File: src/verilog/sbc_seq_pkg.sv
`default_nettype none
package sbc_seq_pkg;

    // ------------------------------------------------------------
    // time base
    // ------------------------------------------------------------
    localparam int unsigned CLK_FREQ_HZ    = 50_000_000;
    localparam int unsigned TICK_PERIOD_US = 1000;
    localparam int unsigned TICK_CYCLES    = CLK_FREQ_HZ / 1_000_000 * TICK_PERIOD_US;

    // ------------------------------------------------------------
    // sequence times, in time base ticks (milliseconds)
    // ------------------------------------------------------------
    localparam int unsigned FIRST_WRITE_TIMEOUT_MS = 350;
    localparam int unsigned SLEEP_RESET_MS         = 100;
    localparam int unsigned WD_RESET_PULSE_MS      = 1;
    localparam int unsigned MS_COUNT_W             = 9;

    // ------------------------------------------------------------
    // reset values
    // ------------------------------------------------------------
    localparam logic [MS_COUNT_W-1:0] MS_COUNT_RST = 9'h000;
    localparam logic [2:0]            MODE_RST     = 3'h0;

    // ------------------------------------------------------------
    // operating modes
    // ------------------------------------------------------------
    typedef enum logic [2:0] {
        normal_request_st,
        normal_st,
        wd_reset_st,
        uv_stop_reset_st,
        uv_sleep_reset_st,
        sleep_st
    } mode_t;

endpackage
`default_nettype wire

File: src/verilog/sync2.sv
`timescale 1ns/1ps
`default_nettype none
module sync2 (
    input  wire logic clk_i,
    input  wire logic nrst_i,
    input  wire logic d_i,
    output logic      q_o
);

    // ------------------------------------------------------------
    // two flip-flop synchroniser
    // ------------------------------------------------------------
    logic meta;

    // first stage is read only by the second
    always_ff @(posedge clk_i or negedge nrst_i) begin
        if (!nrst_i) begin
            meta <= 1'b0;
            q_o  <= 1'b0;
        end else begin
            meta <= d_i;
            q_o  <= meta;
        end
    end

endmodule
`default_nettype wire

File: src/verilog/ms_time_base.sv
`timescale 1ns/1ps
`default_nettype none
module ms_time_base #(
    parameter int unsigned CYCLES = 50_000
) (
    input  wire logic clk_i,
    input  wire logic nrst_i,
    output logic      tick_o
);

    // ------------------------------------------------------------
    // divider making a one-cycle tick per period
    // ------------------------------------------------------------
    logic [31:0] div;

    // counts down, tick on wrap
    always_ff @(posedge clk_i or negedge nrst_i) begin
        if (!nrst_i) begin
            div    <= 32'h0000_0000;
            tick_o <= 1'b0;
        end else if (div == 32'h0000_0000) begin
            div    <= 32'(CYCLES - 1);
            tick_o <= 1'b1;
        end else begin
            div    <= div - 32'h0000_0001;
            tick_o <= 1'b0;
        end
    end

endmodule
`default_nettype wire

File: src/verilog/sbc_powerup_fault_sequencer.sv
// Function
// - power-up: normal-request, main on, second off, transceiver on
// - no period write in 350 ms: reset, back
// - watchdog status low through first-write timeout cycle
// - period write: normal mode, second regulator on
// - normal mode: watchdog status high, reset high
// - missed refresh: reset, back to normal-request
// - stop selected, under-voltage: reset mode, reset asserted
// - stop under-voltage: interrupt low, watchdog status high
// - under-voltage cleared after stop reset: normal-request
// - sleep selected, flag cleared, under-voltage: 100 ms reset
// - sleep under-voltage: reset, interrupt low, status high
// - after 100 ms: sleep, both regulators off
`timescale 1ns/1ps
`default_nettype none
module sbc_powerup_fault_sequencer
    import sbc_seq_pkg::*;
#(
    parameter int unsigned TICK_DIV = sbc_seq_pkg::TICK_CYCLES
) (
    input  wire logic       clk_i,
    input  wire logic       nrst_i,
    input  wire logic       wd_period_write_i,
    input  wire logic       wd_refresh_missed_i,
    input  wire logic       lp_sleep_select_i,
    input  wire logic       battery_fail_flag_i,
    input  wire logic       main_reg_uv_i,
    output logic            rst_n_o,
    output logic            int_n_o,
    output logic            watchdog_status_pin_n_o,
    output logic            main_reg_en_o,
    output logic            second_regulator_en_o,
    output logic            transceiver_transmit_receive_o,
    output logic [2:0]      mode_o
);

    import sbc_seq_pkg::*;

    // ------------------------------------------------------------
    // declarations
    // ------------------------------------------------------------
    mode_t                  state;
    mode_t                  next_state;
    logic                   tick;
    logic                   uv;
    logic [MS_COUNT_W-1:0]  ms_count;
    logic [MS_COUNT_W-1:0]  next_ms_count;
    logic                   entering;
    logic                   first_write_timeout;
    logic                   sleep_reset_done;
    logic                   wd_pulse_done;
    logic                   uv_to_sleep;

    localparam logic [MS_COUNT_W-1:0] FIRST_WRITE_LAST =
        MS_COUNT_W'(FIRST_WRITE_TIMEOUT_MS - 1);
    localparam logic [MS_COUNT_W-1:0] SLEEP_RESET_LAST =
        MS_COUNT_W'(SLEEP_RESET_MS - 1);
    localparam logic [MS_COUNT_W-1:0] WD_PULSE_LAST =
        MS_COUNT_W'(WD_RESET_PULSE_MS - 1);

    // ------------------------------------------------------------
    // time base and input synchroniser
    // ------------------------------------------------------------

    // one tick per millisecond
    ms_time_base #(
        .CYCLES (TICK_DIV)
    ) u_time_base (
        .clk_i  (clk_i),
        .nrst_i (nrst_i),
        .tick_o (tick)
    );

    // comparator output arrives from the analog side
    sync2 u_uv_sync (
        .clk_i  (clk_i),
        .nrst_i (nrst_i),
        .d_i    (main_reg_uv_i),
        .q_o    (uv)
    );

    // ------------------------------------------------------------
    // timeout decode
    // ------------------------------------------------------------

    // expiry on the tick that ends the last millisecond
    assign first_write_timeout = tick && (ms_count == FIRST_WRITE_LAST);
    assign sleep_reset_done    = tick && (ms_count == SLEEP_RESET_LAST);
    // watchdog reset pulse ends on the first tick after entry
    assign wd_pulse_done       = tick && (ms_count == WD_PULSE_LAST);

    // sleep path needs sleep selected and the flag cleared
    assign uv_to_sleep = lp_sleep_select_i && !battery_fail_flag_i;

    // ------------------------------------------------------------
    // next mode
    // ------------------------------------------------------------

    // under-voltage takes priority over watchdog events
    always_comb begin
        next_state = state;
        case (state)
            normal_request_st: begin
                if (uv) begin
                    if (uv_to_sleep) begin
                        next_state = uv_sleep_reset_st;
                    end else begin
                        next_state = uv_stop_reset_st;
                    end
                end else if (wd_period_write_i) begin
                    next_state = normal_st;
                end else if (first_write_timeout) begin
                    next_state = wd_reset_st;
                end
            end
            normal_st: begin
                if (uv) begin
                    if (uv_to_sleep) begin
                        next_state = uv_sleep_reset_st;
                    end else begin
                        next_state = uv_stop_reset_st;
                    end
                end else if (wd_refresh_missed_i) begin
                    next_state = wd_reset_st;
                end
            end
            wd_reset_st: begin
                if (uv) begin
                    if (uv_to_sleep) begin
                        next_state = uv_sleep_reset_st;
                    end else begin
                        next_state = uv_stop_reset_st;
                    end
                end else if (wd_pulse_done) begin
                    next_state = normal_request_st;
                end
            end
            uv_stop_reset_st: begin
                if (!uv) begin
                    next_state = normal_request_st;
                end
            end
            uv_sleep_reset_st: begin
                if (sleep_reset_done) begin
                    next_state = sleep_st;
                end
            end
            sleep_st: begin
                // only nrst_i leaves sleep
                next_state = sleep_st;
            end
            default: begin
                next_state = normal_request_st;
            end
        endcase
    end

    // ------------------------------------------------------------
    // millisecond counter
    // ------------------------------------------------------------

    // restart on every mode change
    // free-runs in untimed modes, where its value is unused
    assign entering = (next_state != state);

    always_comb begin
        next_ms_count = ms_count;
        if (entering) begin
            next_ms_count = MS_COUNT_RST;
        end else if (tick) begin
            next_ms_count = ms_count + MS_COUNT_W'(1);
        end
    end

    always_ff @(posedge clk_i or negedge nrst_i) begin
        if (!nrst_i) begin
            ms_count <= MS_COUNT_RST;
        end else begin
            ms_count <= next_ms_count;
        end
    end

    // ------------------------------------------------------------
    // mode register
    // ------------------------------------------------------------

    // power-up lands in normal-request
    always_ff @(posedge clk_i or negedge nrst_i) begin
        if (!nrst_i) begin
            state <= normal_request_st;
        end else begin
            state <= next_state;
        end
    end

    // ------------------------------------------------------------
    // output flops, decoded from the next mode
    // ------------------------------------------------------------

    // reset output, low in every reset mode and in sleep
    always_ff @(posedge clk_i or negedge nrst_i) begin
        if (!nrst_i) begin
            rst_n_o <= 1'b1;
        end else begin
            case (next_state)
                wd_reset_st:       rst_n_o <= 1'b0;
                uv_stop_reset_st:  rst_n_o <= 1'b0;
                uv_sleep_reset_st: rst_n_o <= 1'b0;
                sleep_st:          rst_n_o <= 1'b0;
                normal_st:         rst_n_o <= 1'b1;
                default:           rst_n_o <= 1'b1;
            endcase
        end
    end

    // interrupt output, low during under-voltage resets
    always_ff @(posedge clk_i or negedge nrst_i) begin
        if (!nrst_i) begin
            int_n_o <= 1'b1;
        end else begin
            case (next_state)
                uv_stop_reset_st:  int_n_o <= 1'b0;
                uv_sleep_reset_st: int_n_o <= 1'b0;
                normal_st:         int_n_o <= 1'b1;
                sleep_st:          int_n_o <= 1'b1;
                default:           int_n_o <= 1'b1;
            endcase
        end
    end

    // watchdog status, active low in normal-request and watchdog reset
    always_ff @(posedge clk_i or negedge nrst_i) begin
        if (!nrst_i) begin
            watchdog_status_pin_n_o <= 1'b0;
        end else begin
            case (next_state)
                normal_request_st: watchdog_status_pin_n_o <= 1'b0;
                wd_reset_st:       watchdog_status_pin_n_o <= 1'b0;
                normal_st:         watchdog_status_pin_n_o <= 1'b1;
                uv_stop_reset_st:  watchdog_status_pin_n_o <= 1'b1;
                uv_sleep_reset_st: watchdog_status_pin_n_o <= 1'b1;
                sleep_st:          watchdog_status_pin_n_o <= 1'b1;
                default:           watchdog_status_pin_n_o <= 1'b1;
            endcase
        end
    end

    // main regulator, off only in sleep
    always_ff @(posedge clk_i or negedge nrst_i) begin
        if (!nrst_i) begin
            main_reg_en_o <= 1'b1;
        end else begin
            case (next_state)
                sleep_st: main_reg_en_o <= 1'b0;
                normal_st: main_reg_en_o <= 1'b1;
                default:  main_reg_en_o <= 1'b1;
            endcase
        end
    end

    // second regulator, on only in normal mode
    always_ff @(posedge clk_i or negedge nrst_i) begin
        if (!nrst_i) begin
            second_regulator_en_o <= 1'b0;
        end else begin
            case (next_state)
                normal_st:         second_regulator_en_o <= 1'b1;
                uv_stop_reset_st:  second_regulator_en_o <= 1'b0;
                uv_sleep_reset_st: second_regulator_en_o <= 1'b0;
                sleep_st:          second_regulator_en_o <= 1'b0;
                default:           second_regulator_en_o <= 1'b0;
            endcase
        end
    end

    // transceiver active in the two awake modes
    always_ff @(posedge clk_i or negedge nrst_i) begin
        if (!nrst_i) begin
            transceiver_transmit_receive_o <= 1'b1;
        end else begin
            case (next_state)
                normal_request_st: transceiver_transmit_receive_o <= 1'b1;
                normal_st:         transceiver_transmit_receive_o <= 1'b1;
                wd_reset_st:       transceiver_transmit_receive_o <= 1'b0;
                sleep_st:          transceiver_transmit_receive_o <= 1'b0;
                default:           transceiver_transmit_receive_o <= 1'b0;
            endcase
        end
    end

    // mode readback
    // codes follow the enum order, normal-request first
    always_ff @(posedge clk_i or negedge nrst_i) begin
        if (!nrst_i) begin
            mode_o <= MODE_RST;
        end else begin
            mode_o <= 3'(next_state);
        end
    end

endmodule
`default_nettype wire

File: config.mk
export PLATFORM = sky130hd
export DESIGN_NAME = sbc_powerup_fault_sequencer
export DESIGN_NICKNAME = d
export VERILOG_FILES = /design/src/verilog/sbc_seq_pkg.sv /design/src/verilog/sync2.sv /design/src/verilog/ms_time_base.sv /design/src/verilog/sbc_powerup_fault_sequencer.sv
export SDC_FILE = /design/constraint.sdc
export NUM_CORES = 1
export LEC_CHECK = 0
export BUFFER_PORTS_ARGS = -buffer_cell sky130_fd_sc_hd__buf_2
export CORE_MARGIN = 8
export CORE_UTILIZATION = 60
export CTS_BUF_LIST = sky130_fd_sc_hd__clkbuf_4 sky130_fd_sc_hd__clkbuf_8 sky130_fd_sc_hd__clkbuf_16
export DETAILED_ROUTE_END_ITERATION = 10
export GPL_TIMING_DRIVEN = 0
export PLACE_DENSITY = 0.84
export SLEW_MARGIN = 25
export SYNTH_ARGS = -nofsm -noshare
export SYNTH_HDL_FRONTEND = slang
export SYNTH_HIERARCHICAL = 1
export SYNTH_SLANG_ARGS = --single-unit
File: constraint.sdc
create_clock -name clk_i -period 2.9 [get_ports clk_i]
set_input_delay 0.58 -clock clk_i [delete_from_list [all_inputs] [get_ports clk_i]]
set_output_delay 0.58 -clock clk_i [all_outputs]
set_load 0.005 [all_outputs]
# After elaboration in Yosys (flattened, before gate mapping)
# Cells that the tools add are included.
# word_totals
regBits	53
latchBits	0
ramBits	0
rom_bits	0
in_bits	7
output_inout_bits	9
word_cells	62
memories	0
# classes
addsub	2
multipliers	0
n_div	0
order_cmp	0
eq_ne	13
shift	0
muxes	21
bitwise	0
n_reduce_logical	14
# ops
op	n
zero test 32 bit	1
2-to-1 mux 32 bit	1
subtractor 32 x 1 -> 32 bit, second input constant	1
2-to-1 mux 3 bit	10
2-to-1 mux 9 bit	2
one-hot mux 3 bit (6 select lines)	1
equality test 3 x 2 -> 1 bit, second input constant	4
equality test 3 bit, second input constant	4
adder 9 x 1 -> 9 bit, second input constant	1
equality test 9 x 7 -> 1 bit, second input constant	1
equality test 9 bit, second input constant	1
zero test 9 bit	1
2-to-1 mux 1 bit	7
equality test 3 x 1 -> 1 bit, second input constant	2
zero test 3 bit	2
OR reduction 2 bit	3
logical AND 1 bit	4
OR reduction 4 bit	1
inequality test 3 bit	1
nonzero test 2 bit	1
zero test 1 bit	1

# Longest topological paths before layout
# logic_depth
depth_word	9
ltp_mapped	8
depth_no_buf	8

# Modules after synthesis
# Netlist, hierarchy kept.
# by_module_without_submodules
mod	instances	cells_each	area_per_inst_um2	seq_area_each_um2
ms_time_base	1	157	1619.1	825.8
sbc_powerup_fault_sequencer	1	107	1106.1	455.4
sync2	1	2	50.0	50.0

# Worst setup path after synthesis
# Ideal clock, no wire load.
# synth_timing
path_type	register to register
from	reg u_time_base.div[24]
to	reg u_time_base.div[12]
setup_ps	119
t_arrival_ps	1933
required_time_ps	2781
slack_ps	848
path_stages_with_launch	7
path_buffers	2
synth_period_minus_slack_ps	2052
cell_sequence	dfrtp_1 -> or4_4 -> or3_1 -> buf_2 -> nor4_4 -> buf_6 -> nor2_1
# synth_between
elab_chain_len	2
# synth_rtl
item	line_no	rtl
start, declared	ms_time_base.sv:14	logic [31:0] div;
start signal, assigned	ms_time_base.sv:22	div <= 32'(CYCLES - 1);
start signal, assigned	ms_time_base.sv:25	div <= div - 32'h0000_0001;
zero test 32 bit	ms_time_base.sv:21	end else if (div == 32'h0000_0000) begin
2-to-1 mux 32 bit	ms_time_base.sv:21	
# No other way between the ends.
# A chain may end at the register's enable or synchronous reset.

# Worst setup path after layout
# layout_timing
from	reg u_time_base.div[0]
to	reg u_time_base.div[13]
# layout_between
elab_chain_len	2
elab_cells_between_ends	3
classes_between	add/sub (1); mux (1); reduce/logical (1)
# layout_rtl
item	line_no
subtractor 32 x 1 -> 32 bit / zero test 32 bit (equally long branches)	ms_time_base.sv:25, ms_time_base.sv:21
2-to-1 mux 32 bit (*)	ms_time_base.sv:21
# Every way passes the cells marked *; elsewhere a longest branch is shown, timed or not.

==> results.cfg <==
[run_status]
outcome = finished, final reports clean

[floorplan]
ios = 16
fp.dieH_um = 84.0
dieArea_sq_um = 7060
rows = 24
start_util = 0.629
core-area_sq_um = 4410
die_width_um = 84.0

[synth]
synth_area_per_cell_sq_um = 10.4
ys_seq_area_frac = 0.480
synthTopCellsByCount = 49 x dfrtp_1, 37 x nor2_1, 19 x nand2_1, 19 x nor3_1, 17 x xor2_1
async_flop_share = 1.00
ys_top_cells_by_area = dfrtp_1 44%, xor2_1 5.4%, nor2_1 5.0%
synth_top_flop_cell = dfrtp_1
synth_most_common_cell = dfrtp_1
yosysTopAreaCellShare = 0.442
syn_nets = 278
syn_area_sq_um = 2780
syn_inst = 266
ys_ff_latch = 53
yosysWarningCount = 6
synth_cell_types = 54
synth-edff-count = 0
yosys.area.top_type = dfrtp_1

[critical_path]
ff2ff_path_depth = 7
worstSetupPathType = flop to flop
cp_max_fo = 10
arrival_ps = 2680
cp-end-kind = flop
cp-start-kind = flop
regToRegStartpoint = u_time_base/div[0]$_DFF_PN0_
rrSetupSlack_ps = 400
cp-startpoint = u_time_base/div[0]$_DFF_PN0_
required_ps = 3080

[sta]
slew_viol_final = 0
relSlewSlack = 0.574
setup_viol = 0
rsz0062_at_grt = no
post-route-min-period_ps = 2500
final.setup.tns_ps = 0
timing.final.crit_share = 0.861
skew_ps = 15.9
worst_slack_ps = 404
max_freq_mhz = 401
tightestPinTransition_ps = 638
hold_viol = 0

[drt]
ant_nets = 0
drc = 0
via_count = 2041
post_drt_wl_per_cell_um = 14.7
drt_iter0_markers = 123
drt_first_pass_iters = 4
vias_per_cell = 5.99
wl_um = 5000

[power]
vdd_drop_max_uv = 330
power_switching_w = 0.000538
total_leakage_power_nw = 1.36
p_comb_frac = 0.262
powerDensity_nw_per_um2 = 598
p_int_w = 0.00127
seqPwrFrac = 0.465
pwr-share-clk = 0.272
power.total_w = 0.00181
swShare = 0.297

[place]
gp_congestion = 0.817
pre_cts_slack_ps = 446
placed_area_sq_um = 2920
io_buffers = 15
dpl.hpwl_um = 3480

[final_layout]
largest_reg_flops = 32
register_area_sq_um = 1330
drive_gt1_frac = 0.201
multi_input_area_sq_um = 1350
finalNetCount = 300
largest-register = u_time_base/div
final_area_sq_um = 3030
syn2layout_area_growth_pct = 9.15
reg_top3 = u_time_base/div: 32 flops, ms_count: 9 flops, mode_o: 3 flops
fillers = 341
antenna_cells = 0

[global_routing]
grt_first_pass_wirelength_um = 9210
top_usage_layer = met2
antenna_found_initial = 0
grt_max_degree = 54
grt_overflow = 0
grtUsageMet1 = 0.195
use_met3 = 0.0430
track_usage = 0.155
grtUsageMet2 = 0.252
grt_pass1_vias = 1979

[clocking]
cts_tree = built
cts_buffers = 5
ctsResizeCount = 0
cts-root-buf = clkbuf_8
path_clk_slew_ps = 100
clock_path_buffers = 2
cts.sink_count = 53
htreeDepth = 2
clk_latency_ps = 300
ctsHoldBuffers = 0
post-cts-setup-buffer-count = 0

[flow_run]
maxCapViolCount = 0

[worst_hold_path]
worstHoldPathType = primary input to asynchronous set/reset pin
==> metrics by stage <==
step                 util  hold slack, ps  instances
floorplan               -             284        266
global placement    0.660             331        333
detailed placement  0.661             336        333
CTS                 0.686             310        341
global route        0.686             343        341
finish              0.686             284        341
==> area by class of cell <==
| class | instances | area share |
|---|---|---|
| Tap cell | 52 | 0.0215 |
| Multi-Input combinational cell | 195 | 0.444 |
| Clock buffer | 6 | 0.0252 |
| Timing Repair Buffer | 15 | 0.0256 |
| Buffer | 8 | 0.0202 |
| Inverter | 10 | 0.0124 |
| Sequential cell | 53 | 0.439 |
| Clock inverter | 2 | 0.0116 |
==> layout by cell type (no fill, tap or decap), types with 2 or more instances in the layout <==
cell type	netlist	routed
dfrtp_1	49	49
or3_1	7	7
nand3_1	7	7
nor3b_1	3	3
xor2_1	17	17
mux2_2	5	5
nor4_1	3	3
o31ai_1	2	2
a32o_1	2	2
nand2b_1	4	4
or4_4	3	3
nand4_1	8	8
buf_4	1	2
dfstp_2	4	4
nor4_4	2	2
ha_1	5	5
nor2_1	37	37
buf_2	4	18
mux2i_1	2	2
o21ai_0	5	5
xnor2_1	9	9
nor3_1	19	19
nand2_1	19	19
a21oi_1	6	6
inv_1	9	9
buf_6	3	3
nor4b_1	2	2
clkbuf_8	0	5
and3_1	3	3
==> critical path, stage by stage, from the launching register on <==
cell and delay (ps):
dfrtp_1 410, inv_1 70, ha_1 190, nor4b_1 530, nand2_1 380, nor4_4 530, buf_6 220, nor2_1 60
==> cell families (layout without fill, tap and decap cells) <==
group	after synthesis	in the layout	share of synthesized area
flops	53	53	0.480
fa+ha+maj	5	5	0.0225
mux	7	7	0.0275
compound gates	28	28	0.0834
xor+xnor	26	26	0.0821
simple gates	129	129	0.269
buf+inv	18	41	0.0356
==> worst paths after layout <==
path	to
setup / recovery	u_time_base/div[13]$_DFF_PN0_
hold / removal	ms_count[5]$_DFFE_PN0P_
setup reg to reg	u_time_base/div[13]$_DFF_PN0_
hold reg to reg	u_uv_sync/q_o$_DFF_PN0_
max in group asynchronous	u_time_base/div[4]$_DFF_PN0_
min in group clk_i	u_uv_sync/q_o$_DFF_PN0_
==> power by group through the flow <==
stage	sequential, W	clock (W)	combinational [W]
after CTS	0.000844	0.000510	0.000482
final	0.000843	0.000493	0.000475
after global placement	0.000858	0	0.000473
after detailed placement	0.000859	0	0.000481
after floorplan	0.000866	0	0.000325
after global routing	0.000853	0.000541	0.000542
==> per-layer routing <==
metal | vias to the layer above | routed length, um | part of all wire
li1 | 980 | - | -
met1 | 1012 | 2270 | 0.45
met2 | 42 | 2440 | 0.49
met3 | 7 | 235 | 0.047
met4 | 0 | 55 | 0.011
met5 | - | 0 | 0
No activity file was read; power rests on OpenSTA's default activity.
